--- src/sffp_pkg.sv ---
package sffp_pkg;
  localparam int WORD_W = 16;
  localparam int ADDR_W = 5;
  localparam int ADDR_LSB = 10;
  localparam int DATA_W = 10;
  localparam int SCLK_DIV = 8;
  localparam int GAP_NS = 300;
  localparam int CLK_NS = 8;
  localparam int GAP_CYC = (GAP_NS + CLK_NS - 1) / CLK_NS;
  localparam int FERR_BIT = 14;
  localparam logic [15:0] FERR_WORD = 16'hC000;
  localparam logic [13:0] FIRST_PAT = 14'h2AAA;
  localparam logic [ADDR_W-1:0] FLT_ADDR = 5'h06;
  localparam logic [3:0] FLT_RST = 4'h0;
endpackage

--- src/sffp_if.sv ---
`timescale 1ns/1ps
`default_nettype none
interface sffp_if;
  logic serial_clock;
  logic chip_select_n;
  logic serial_in;
  logic serial_out;
  logic serial_out_oe;
  modport dev (input serial_clock, input chip_select_n, input serial_in,
    output serial_out, output serial_out_oe);
  modport mst (output serial_clock, output chip_select_n,
    output serial_in, input serial_out, input serial_out_oe);
endinterface
`default_nettype wire

--- src/sffp_dev.sv ---
`timescale 1ns/1ps
`default_nettype none
module sffp_dev
  import sffp_pkg::*;
(
  input wire logic clk_sys,
  input wire logic rst_n,
  sffp_if.dev link,
  input wire logic [3:0] fault_raw,
  output logic [3:0] fault_out,
  output logic [WORD_W-1:0] cmd_word,
  output logic cmd_valid,
  input wire logic cmd_ready
);
  // Two-entry buffer between the frame decoder and the user side.
  logic [WORD_W-1:0] buf_q [2];
  logic [1:0] cnt_q;
  logic [1:0] cnt_d;
  logic wr_ptr_q;
  logic rd_ptr_q;
  logic [2:0] sck_s;
  logic [2:0] cs_s;
  logic [2:0] si_s;
  logic [WORD_W-1:0] rx_q;
  logic [WORD_W-1:0] tx_q;
  logic [WORD_W-1:0] reply_d;
  logic [5:0] bits_q;
  logic first_q;
  logic err_q;
  logic so_q;
  logic oe_q;
  logic [3:0] lay1_q;
  logic [3:0] lay2_q;
  logic [3:0] clr_q;
  logic [3:0] rep_q;
  logic push;
  logic pop;

  // The counter and the reply layout are built for one fixed word shape.
  if (WORD_W != 16 || ADDR_W + ADDR_LSB + 1 != WORD_W) begin : g_cfg_chk
    $error("sffp_dev: unsupported word layout");
  end

  // Edges are taken between the two settled stages, never the first one.
  function automatic logic f_rise(input logic [2:0] s);
    return s[1] & ~s[2];
  endfunction

  function automatic logic f_fall(input logic [2:0] s);
    return ~s[1] & s[2];
  endfunction

  wire sck_rise = f_rise(sck_s);
  wire sck_fall = f_fall(sck_s);
  wire cs_rise = f_rise(cs_s);
  wire cs_fall = f_fall(cs_s);
  wire frame_ok = (bits_q == 6'(WORD_W)) && ~^rx_q;
  wire is_flt = rx_q[WORD_W-1 -: ADDR_W] == FLT_ADDR;

  // The link inputs are only ever sampled; no clock or select leaves here.
  always_ff @(posedge clk_sys) begin
    if (!rst_n) begin
      sck_s <= '0;
      cs_s <= 3'b111;
      si_s <= '0;
    end else begin
      sck_s <= {sck_s[1:0], link.serial_clock};
      cs_s <= {cs_s[1:0], link.chip_select_n};
      si_s <= {si_s[1:0], link.serial_in};
    end
  end

  // The bit counter saturates so that a runaway clock burst cannot wrap
  // back to a count of sixteen and pass as a good frame.
  always_ff @(posedge clk_sys) begin
    if (!rst_n) begin
      rx_q <= '0;
      bits_q <= '0;
    end else if (cs_fall) begin
      bits_q <= '0;
    end else if (!cs_s[1] && sck_rise) begin
      rx_q <= {rx_q[WORD_W-2:0], si_s[1]};
      if (bits_q != 6'h3F) begin
        bits_q <= bits_q + 6'h01;
      end
    end
  end

  // The reply is fixed at select fall, so a fault command only changes
  // what the frame after the following one returns.
  always_comb begin
    if (first_q) begin
      reply_d = {2'b00, FIRST_PAT};
    end else if (err_q) begin
      reply_d = FERR_WORD;
    end else begin
      reply_d = {12'h000, lay2_q};
    end
  end

  // The first bit must stand before the first rising clock edge, so it is
  // put out at select fall and the rest follows each falling edge.
  always_ff @(posedge clk_sys) begin
    if (!rst_n) begin
      tx_q <= '0;
      so_q <= 1'b0;
    end else if (cs_fall) begin
      so_q <= reply_d[WORD_W-1];
      tx_q <= {reply_d[WORD_W-2:0], 1'b0};
    end else if (!cs_s[1] && sck_fall) begin
      so_q <= tx_q[WORD_W-1];
      tx_q <= {tx_q[WORD_W-2:0], 1'b0};
    end
  end

  always_ff @(posedge clk_sys) begin
    if (!rst_n) begin
      oe_q <= 1'b0;
    end else if (cs_fall) begin
      oe_q <= 1'b1;
    end else if (cs_rise) begin
      oe_q <= 1'b0;
    end
  end

  always_ff @(posedge clk_sys) begin
    if (!rst_n) begin
      first_q <= 1'b1;
      err_q <= 1'b0;
    end else if (cs_rise) begin
      first_q <= 1'b0;
      err_q <= ~frame_ok;
    end
  end

  // A report lasts one cycle, so a fault that comes back later is kept.
  always_ff @(posedge clk_sys) begin
    if (!rst_n) begin
      rep_q <= '0;
    end else if (cs_rise && frame_ok && is_flt) begin
      rep_q <= lay2_q;
    end else begin
      rep_q <= '0;
    end
  end

  always_ff @(posedge clk_sys) begin
    if (!rst_n) begin
      clr_q <= '0;
    end else if (cs_rise && frame_ok && is_flt) begin
      clr_q <= rx_q[4:1];
    end else begin
      clr_q <= '0;
    end
  end

  // Set wins over clear so a live fault is never dropped.
  always_ff @(posedge clk_sys) begin
    if (!rst_n) begin
      lay1_q <= FLT_RST;
    end else begin
      lay1_q <= fault_raw | (lay1_q & ~clr_q & ~(rep_q & ~fault_raw));
    end
  end

  always_ff @(posedge clk_sys) begin
    if (!rst_n) begin
      lay2_q <= FLT_RST;
    end else if (cs_rise) begin
      lay2_q <= lay1_q;
    end
  end

  always_ff @(posedge clk_sys) begin
    if (!rst_n) begin
      fault_out <= '0;
    end else begin
      fault_out <= lay2_q;
    end
  end

  // A frame that arrives while both entries are taken is dropped; the
  // user side is expected to keep up through the cmd_valid handshake.
  assign push = cs_rise && frame_ok && cnt_q != 2'd2;
  assign pop = !cmd_valid && cnt_q != 2'd0;

  always_ff @(posedge clk_sys) begin
    if (!rst_n) begin
      wr_ptr_q <= 1'b0;
    end else if (push) begin
      buf_q[wr_ptr_q] <= rx_q;
      wr_ptr_q <= ~wr_ptr_q;
    end
  end

  always_ff @(posedge clk_sys) begin
    if (!rst_n) begin
      rd_ptr_q <= 1'b0;
      cmd_valid <= 1'b0;
      cmd_word <= '0;
    end else if (cmd_valid && cmd_ready) begin
      cmd_valid <= 1'b0;
    end else if (pop) begin
      cmd_valid <= 1'b1;
      cmd_word <= buf_q[rd_ptr_q];
      rd_ptr_q <= ~rd_ptr_q;
    end
  end

  always_comb begin
    cnt_d = cnt_q + 2'(push) - 2'(pop);
  end

  always_ff @(posedge clk_sys) begin
    if (!rst_n) begin
      cnt_q <= '0;
    end else begin
      cnt_q <= cnt_d;
    end
  end

  // The pin itself is released by the output enable, not by a level.
  assign link.serial_out = so_q;
  assign link.serial_out_oe = oe_q;
endmodule // sffp_dev
`default_nettype wire

--- src/flat_wrapper.sv ---
// flat-port wrapper written by rule: the top's interface ports become plain ports
module sffp_dev_flat import sffp_pkg::*;
  (clk_sys, rst_n, fault_raw, fault_out, cmd_word, cmd_valid, cmd_ready, link_serial_clock, link_chip_select_n, link_serial_in, link_serial_out, link_serial_out_oe);
  sffp_if link_i ();
  input wire logic clk_sys;
  input wire logic rst_n;
  input wire logic [3:0] fault_raw;
  output logic [3:0] fault_out;
  output logic [WORD_W-1:0] cmd_word;
  output logic cmd_valid;
  input wire logic cmd_ready;
  input wire logic [$bits(link_i.serial_clock)-1:0] link_serial_clock;
  input wire logic [$bits(link_i.chip_select_n)-1:0] link_chip_select_n;
  input wire logic [$bits(link_i.serial_in)-1:0] link_serial_in;
  output wire logic [$bits(link_i.serial_out)-1:0] link_serial_out;
  output wire logic [$bits(link_i.serial_out_oe)-1:0] link_serial_out_oe;
  assign link_i.serial_clock = link_serial_clock;
  assign link_i.chip_select_n = link_chip_select_n;
  assign link_i.serial_in = link_serial_in;
  assign link_serial_out = link_i.serial_out;
  assign link_serial_out_oe = link_i.serial_out_oe;
  sffp_dev u_core (.clk_sys(clk_sys), .rst_n(rst_n), .link(link_i), .fault_raw(fault_raw), .fault_out(fault_out), .cmd_word(cmd_word), .cmd_valid(cmd_valid), .cmd_ready(cmd_ready));
endmodule
--- config.mk ---
export PLATFORM = sky130hd
export DESIGN_NAME = sffp_dev_flat
export DESIGN_NICKNAME = d
export VERILOG_FILES = /design/src/sffp_pkg.sv /design/src/sffp_if.sv /design/src/sffp_dev.sv /design/src/flat_wrapper.sv
export SDC_FILE = /design/constraint.sdc
export NUM_CORES = 1
export LEC_CHECK = 0
export BUFFER_PORTS_ARGS = -buffer_cell sky130_fd_sc_hd__buf_2
export CAP_MARGIN = 20
export CELL_PAD_IN_SITES_DETAIL_PLACEMENT = 1
export CELL_PAD_IN_SITES_GLOBAL_PLACEMENT = 1
export CORE_MARGIN = 2
export CORE_UTILIZATION = 47
export DETAILED_ROUTE_END_ITERATION = 6
export PLACE_DENSITY_LB_ADDON = 0.12
export SYNTH_ARGS = -nofsm -noshare
export SYNTH_HDL_FRONTEND = slang
export SYNTH_SLANG_ARGS = --single-unit
--- constraint.sdc ---
create_clock -name clk_sys -period 3.35 [get_ports clk_sys]
set_input_delay 0.5025 -clock clk_sys [delete_from_list [all_inputs] [get_ports clk_sys]]
set_output_delay 0.5025 -clock clk_sys [all_outputs]
set_load 0.005 [all_outputs]
== After elaboration in Yosys (flattened, before gate mapping) ==
Memories as Yosys holds them, arrays and structs flattened. A register that Yosys moved wholly into a read port is not among the register bits.
Cells that the tools add are included.

* Register bits: 74
* Latch bits: 0
* RAM bits: 32
* Memory bits (read-only): 0
* Memories kept: 1

{| class="wikitable"
|+ Memories
! name !! words !! bits a word !! read ports !! clocked after Yosys merged registers in !! write ports !! line !! source
|-
| u_core.buf_q || 2 || 16 || 1 || 1 || 1 || sffp_dev.sv:16 || <nowiki>logic [WORD_W-1:0] buf_q [2];</nowiki>
|}

* Add/subtract/negate cells: 3
* Multipliers: 0
* Divide/modulo/power cells: 0
* Order comparisons: 0
* Equality and inequality tests: 4
* Shifts and indexed selects: 0
* Mux-type cells: 11
* Bitwise operators: 21
* Reductions and logical operators: 21

{| class="wikitable"
|+ Operators by type and width
! operator !! number
|-
| $mux 16 || 4
|-
| $reduce_xnor 16->1 || 1
|-
| $and 4x4->4 || 3
|-
| $not 4->4 || 3
|-
| $not 1->1 || 10
|-
| $logic_and 1x1->1 || 8
|-
| $reduce_and 2->1 || 4
|-
| $mux 1 || 7
|-
| $add 6x1->6 const B || 1
|-
| $eq 6x5->1 const B || 1
|-
| $ne 6x6->1 const B || 1
|-
| $reduce_bool 2->1 || 3
|-
| $eq 5x3->1 const B || 1
|-
| $and 1x1->1 || 4
|-
| $or 4x4->4 || 1
|-
| $reduce_or 2->1 || 2
|-
| $logic_not 1->1 || 3
|-
| $add 2x1->2 || 1
|-
| $ne 2x2->1 const B || 1
|-
| $sub 2x1->2 || 1
|}

== Longest topological paths before layout ==
* Depth in word-level cells: 7
* Gate-level depth with buffers: 7
* Depth with buffers taken out: 7

== Least setup slack after synthesis ==
OpenSTA, ideal clock, no wires.

* Kind: flip-flop to flip-flop
* Start point: register u_core.bits_q[0]
* End point: memory u_core.buf_q[0][0], enable pin
* Arrival time: 2013 ps
* Required time: 2962 ps
* Setup slack: 949 ps
* Stages on the path, launching flop included: 8
* Clock period less this slack: 2401 ps
* Path through: dfxtp_1 > inv_1 > ha_1 > nor4bb_1 > nand3b_1 > a211oi_2 > nand2_1 > nor2_1

* Longest elaborated chain between the ends: 7

{| class="wikitable"
|+ RTL lines
! what !! line !! source
|-
| start: declaration || sffp_dev.sv:27 || <nowiki>logic [5:0] bits_q;</nowiki>
|-
| start signal: assignment || sffp_dev.sv:84 || <nowiki>bits_q <= bits_q + 6'h01;</nowiki>
|-
| $eq 6x5->1 || sffp_dev.sv:57 || <nowiki>wire frame_ok = (bits_q == 6'(WORD_W)) && ~^rx_q;</nowiki>
|-
| $logic_and 1x1->1 || sffp_dev.sv:57 ||
|-
| $logic_and 1x1->1 (2 in a row) || sffp_dev.sv:184 || <nowiki>assign push = cs_rise && frame_ok && cnt_q != 2'd2;</nowiki>
|-
| $mux 1 || sffp_dev.sv:190 || <nowiki>end else if (push) begin</nowiki>
|-
| $mux 1 || sffp_dev.sv:188 || <nowiki>if (!rst_n) begin</nowiki>
|-
| $mux 1 (not written as such) || sffp_dev.sv:191 || <nowiki>buf_q[wr_ptr_q] <= rx_q;</nowiki>
|-
| end: declaration || sffp_dev.sv:16 ||
|}

Every way passes these cells.

== Worst setup path in the final report ==
* Start point: register u_core.rx_q[3]
* End point: memory u_core.buf_q[1][8], enable pin

* Longest elaborated chain between the ends: 7

{| class="wikitable"
|+ RTL lines
! what !! line !! source
|-
| start: declaration || sffp_dev.sv:24 || <nowiki>logic [WORD_W-1:0] rx_q;</nowiki>
|-
| start signal: assignment || sffp_dev.sv:82 || <nowiki>rx_q <= {rx_q[WORD_W-2:0], si_s[1]};</nowiki>
|-
| $reduce_xnor 16->1 || sffp_dev.sv:57 ||
|-
| $logic_and 1x1->1 || sffp_dev.sv:57 ||
|-
| $logic_and 1x1->1 (2 in a row) || sffp_dev.sv:184 ||
|-
| $mux 1 || sffp_dev.sv:190 ||
|-
| $mux 1 || sffp_dev.sv:188 ||
|-
| $mux 1 (not written as such) || sffp_dev.sv:191 ||
|}

Every way passes these cells.

==> impl_results.md <==
- Post-synth cell types: 35
- Number of synthesized flops with an enable pin: 32
- DR vias/cell: 5.130
- Seq/Total Area, Yosys: 60.31%
- Internal power: 3012 uW
- Vias in the first global route: 3091
- Worst Path Class, Setup: reg -> reg
- Cts bufs inserted: 17
- CTS Root Cell: clkbuf_8
- IO buf count: 32
- Die height: 102.7 um
- Fraction of layout cells with a size suffix above 1: 14.93%
- # fillers: 1052
- RSZ-0062 raised after global routing: no
- Pre-CTS WS: 1.009 ns
- Yosys reg bits: 122
- Synth Net Count: 437
- Fmax: 0.4260 GHz
- Max-cap violations: 0
- Fin crit share: 70.08%
- Critical Path RT: 3.51 ns
- Yosys Warn Count: 0
- Post-synthesis async set-or-reset flop share: 0%
- Final count of pins violating max slew: 0
- Average wire per standard cell: 16.15 um
- Post-synthesis adder-cell area fraction: 1.366%
- Clock sinks: 122
- Multi-input gate area: 1685 sq um
- CP Launch Type: flop
- Initial antenna violation count: 0
- Setup violations, final: 0
- CP endpoint kind: flop
- Total GRT Usage: 20.39%
- Die Wd: 102.7 um
- Pwr Density: 748.0 nW/um^2
- HPWL Detailed: 6.166 mm
- Clock share of power: 41.7%
- Outcome: complete, no violations
- Setup Skew: 0.01100 ns
- FP Rows: 36
- Detailed Route Iter0 Violations: 60
- Slew margin rel.: 24.95%
- DRC: 0
- Arrival time at the worst endpoint: 2.51 ns
- Post_cts resized: 0
- Initial DRT Pass Iterations: 4
- Largest family of logic cells by synthesized area: simple AND/OR/NAND/NOR gates
- Leakage: 0.002207 uW
- Syn_area_per_cell: 10.85 sq um
- R2R Setup Slk: 1.00 ns
- Nets: 472
- Drt total wl: 9.722 mm
- Maximum VDD drop: 367.3 uV
- CTS max path bufs: 2
- Largest net degree at the start of global routing: 47
- Post-Synthesis Cells: 422
- Worst skew pair latency: 0.52 ns
- Total gr overflow: 0
- Mux cell area share after synthesis: 5.244%
- Post-synthesis simple-gate area fraction: 15.27%
- Die area: 10550 sq um
- Hold Buf Count CTS: 0
- Fin crit period: 2.348 ns
- Clock-pin slew on the worst setup and hold paths: 0.06 ns
- Synth Area in Compound Gates: 10.65%
- Via count: 3088
- Worst hold path class: in -> reg
- Setup ws final: 1.002 ns
- Worst-Margin Slew: 1.124 ns
- Syn Std Cell Area: 4581 sq um
- Switching Share: 25.65%
- Post-Route Setup TNS: 0 ns
- CTS tree: done
- Global-route wire length before repair: 15.75 mm
- Non-filler cells, final: 602
- Antenna diode instance count: 0
- Htree depth: 4
- Count of final hold-check violations: 0
- Sequential Area: 2763 sq um
- Psw: 1039 uW
- Combinational fraction of design power: 14.5%
- Total power: 4051 uW
- Top FF cell, synth: dfxtp_1
- Syn-to-layout area delta: 18.22%
- Io pins: 33
- Placed insts: 571
- Starting density of the core: 47.74%
- Synth Area in XOR/XNOR: 4.207%
- Post-CTS Setup Inserts: 0
- Power share of the sequential group: 43.8%
- Final Wtd Congestion: 0.7433
- Post-route ant nets: 0
- CORE AREA: 9594 sq um
- CP Max Fanout: 16
cells in the final DEF (no fill, tap or decap), drive strengths merged, types with 2 or more instances in the layout:
| cell | n |
|---|---|
| ha | 5 |
| o211a | 16 |
| mux2i | 24 |
| nor2b | 12 |
| edfxtp | 32 |
| clkbuf | 25 |
| a21oi | 11 |
| a21boi | 16 |
| a31oi | 7 |
| xnor2 | 16 |
| o21ai | 8 |
| o311a | 3 |
| buf | 37 |
| clkinvlp | 2 |
| nor2 | 20 |
| nor4bb | 2 |
| and2 | 20 |
| dfxtp | 90 |
| xor2 | 6 |
| nand2b | 3 |
| nand3 | 3 |
| and3 | 2 |
| clkinv | 4 |
| or3 | 2 |
| inv | 11 |
| nand2 | 84 |
power by group through the flow:
stage,Clock [uW],Combinational [uW],Sequential [uW]
floorplan,0,431,1750
global placement,0,579,1790
detailed placement,0,601,1800
CTS,1720,606,1780
global route,1790,666,1790
finish,1690,589,1770
kinds of logic (layout without fill, tap and decap cells):
kind of cell,Yosys count,in the layout
AOI/OAI and AO/OA,65,65
and+or+nand+nor,152,152
adders and majority gates,5,5
muxes,24,24
buffers and inverters,32,79
DFF,122,122
xor gates and xnor gates,22,22
stage by stage:
step | hold WS (ns) | utilization, % | cell area [sq um]
after global placement | 0.4176 | 50.59 | 4853
after floorplan | 0.3863 | - | 4581
after global routing | 0.1576 | 56.44 | 5415
after detailed placement | 0.4282 | 50.59 | 4853
final | 0.1662 | 56.44 | 5415
after CTS | 0.1442 | 56.44 | 5415
cell usage after synthesis, types with 2 or more instances:
cell       n  share of area [%]
a21oi_1   11                1.2
a31oi_1    7               0.96
xor2_1     6                1.1
nor4bb_1   2               0.44
o21ai_0    8               0.87
ha_1       5                1.4
dfxtp_1   90                 39
xnor2_1   16                3.1
and2_1    20                2.7
mux2i_1   24                5.2
inv_1     11               0.90
or3_1      2               0.27
nor2_1    20                1.6
nand3_1    3               0.33
clkbuf_1  18                1.5
nand2_1   84                6.9
edfxtp_1  32                 21
o311a_1    3               0.66
nor2b_1   12                1.6
a21boi_0  16                2.6
o211a_1   16                3.5
nand2b_1   3               0.41
critical path, cell delays in order, from the launching register on:
cell,delay (ns)
dfxtp_1,0.36
xnor2_1,0.28
xnor2_1,0.17
xnor2_1,0.17
xnor2_1,0.16
a211oi_2,0.32
and3_2,0.52
path summary, 6_finish.rpt:
kind | endpoint | from | depth (start not counted)
worst max register to register | u_core.buf_q[1][8] | u_core.rx_q[3] | 6
worst min-delay path | u_core.cs_s[0] | link_chip_select_n | 2
worst min register to register | u_core.sck_s[1] | u_core.sck_s[0] | 1
worst max-delay path | u_core.buf_q[1][8] | u_core.rx_q[3] | 6
final cells by class:
| type | instances | area share [%] |
|---|---|---|
| Clock inverter | 6 | 0.6470 |
| Inverter | 11 | 0.7625 |
| Sequential cell | 122 | 51.02 |
| Timing Repair Buffer | 37 | 3.651 |
| Tap cell | 133 | 3.073 |
| Clock buffer | 25 | 9.727 |
| Multi-Input combinational cell | 268 | 31.12 |
flip-flops by register name, summed over array words and instances, names as in the netlist, 6 cells and up:
register         cells
u_core.bits_q        6
u_core.buf_q        32
u_core.cmd_word     16
u_core.rx_q         16
u_core.tx_q         15
per-layer routing:
metal	up-vias	global-route usage, %	routed length [um]
met2	45	32.33	4613
met1	1523	25.94	4664
li1	1502	-	-
met4	0	9.436	199
met5	-	0	0
met3	18	5.763	245
Power figures use the tool's default switching activity.
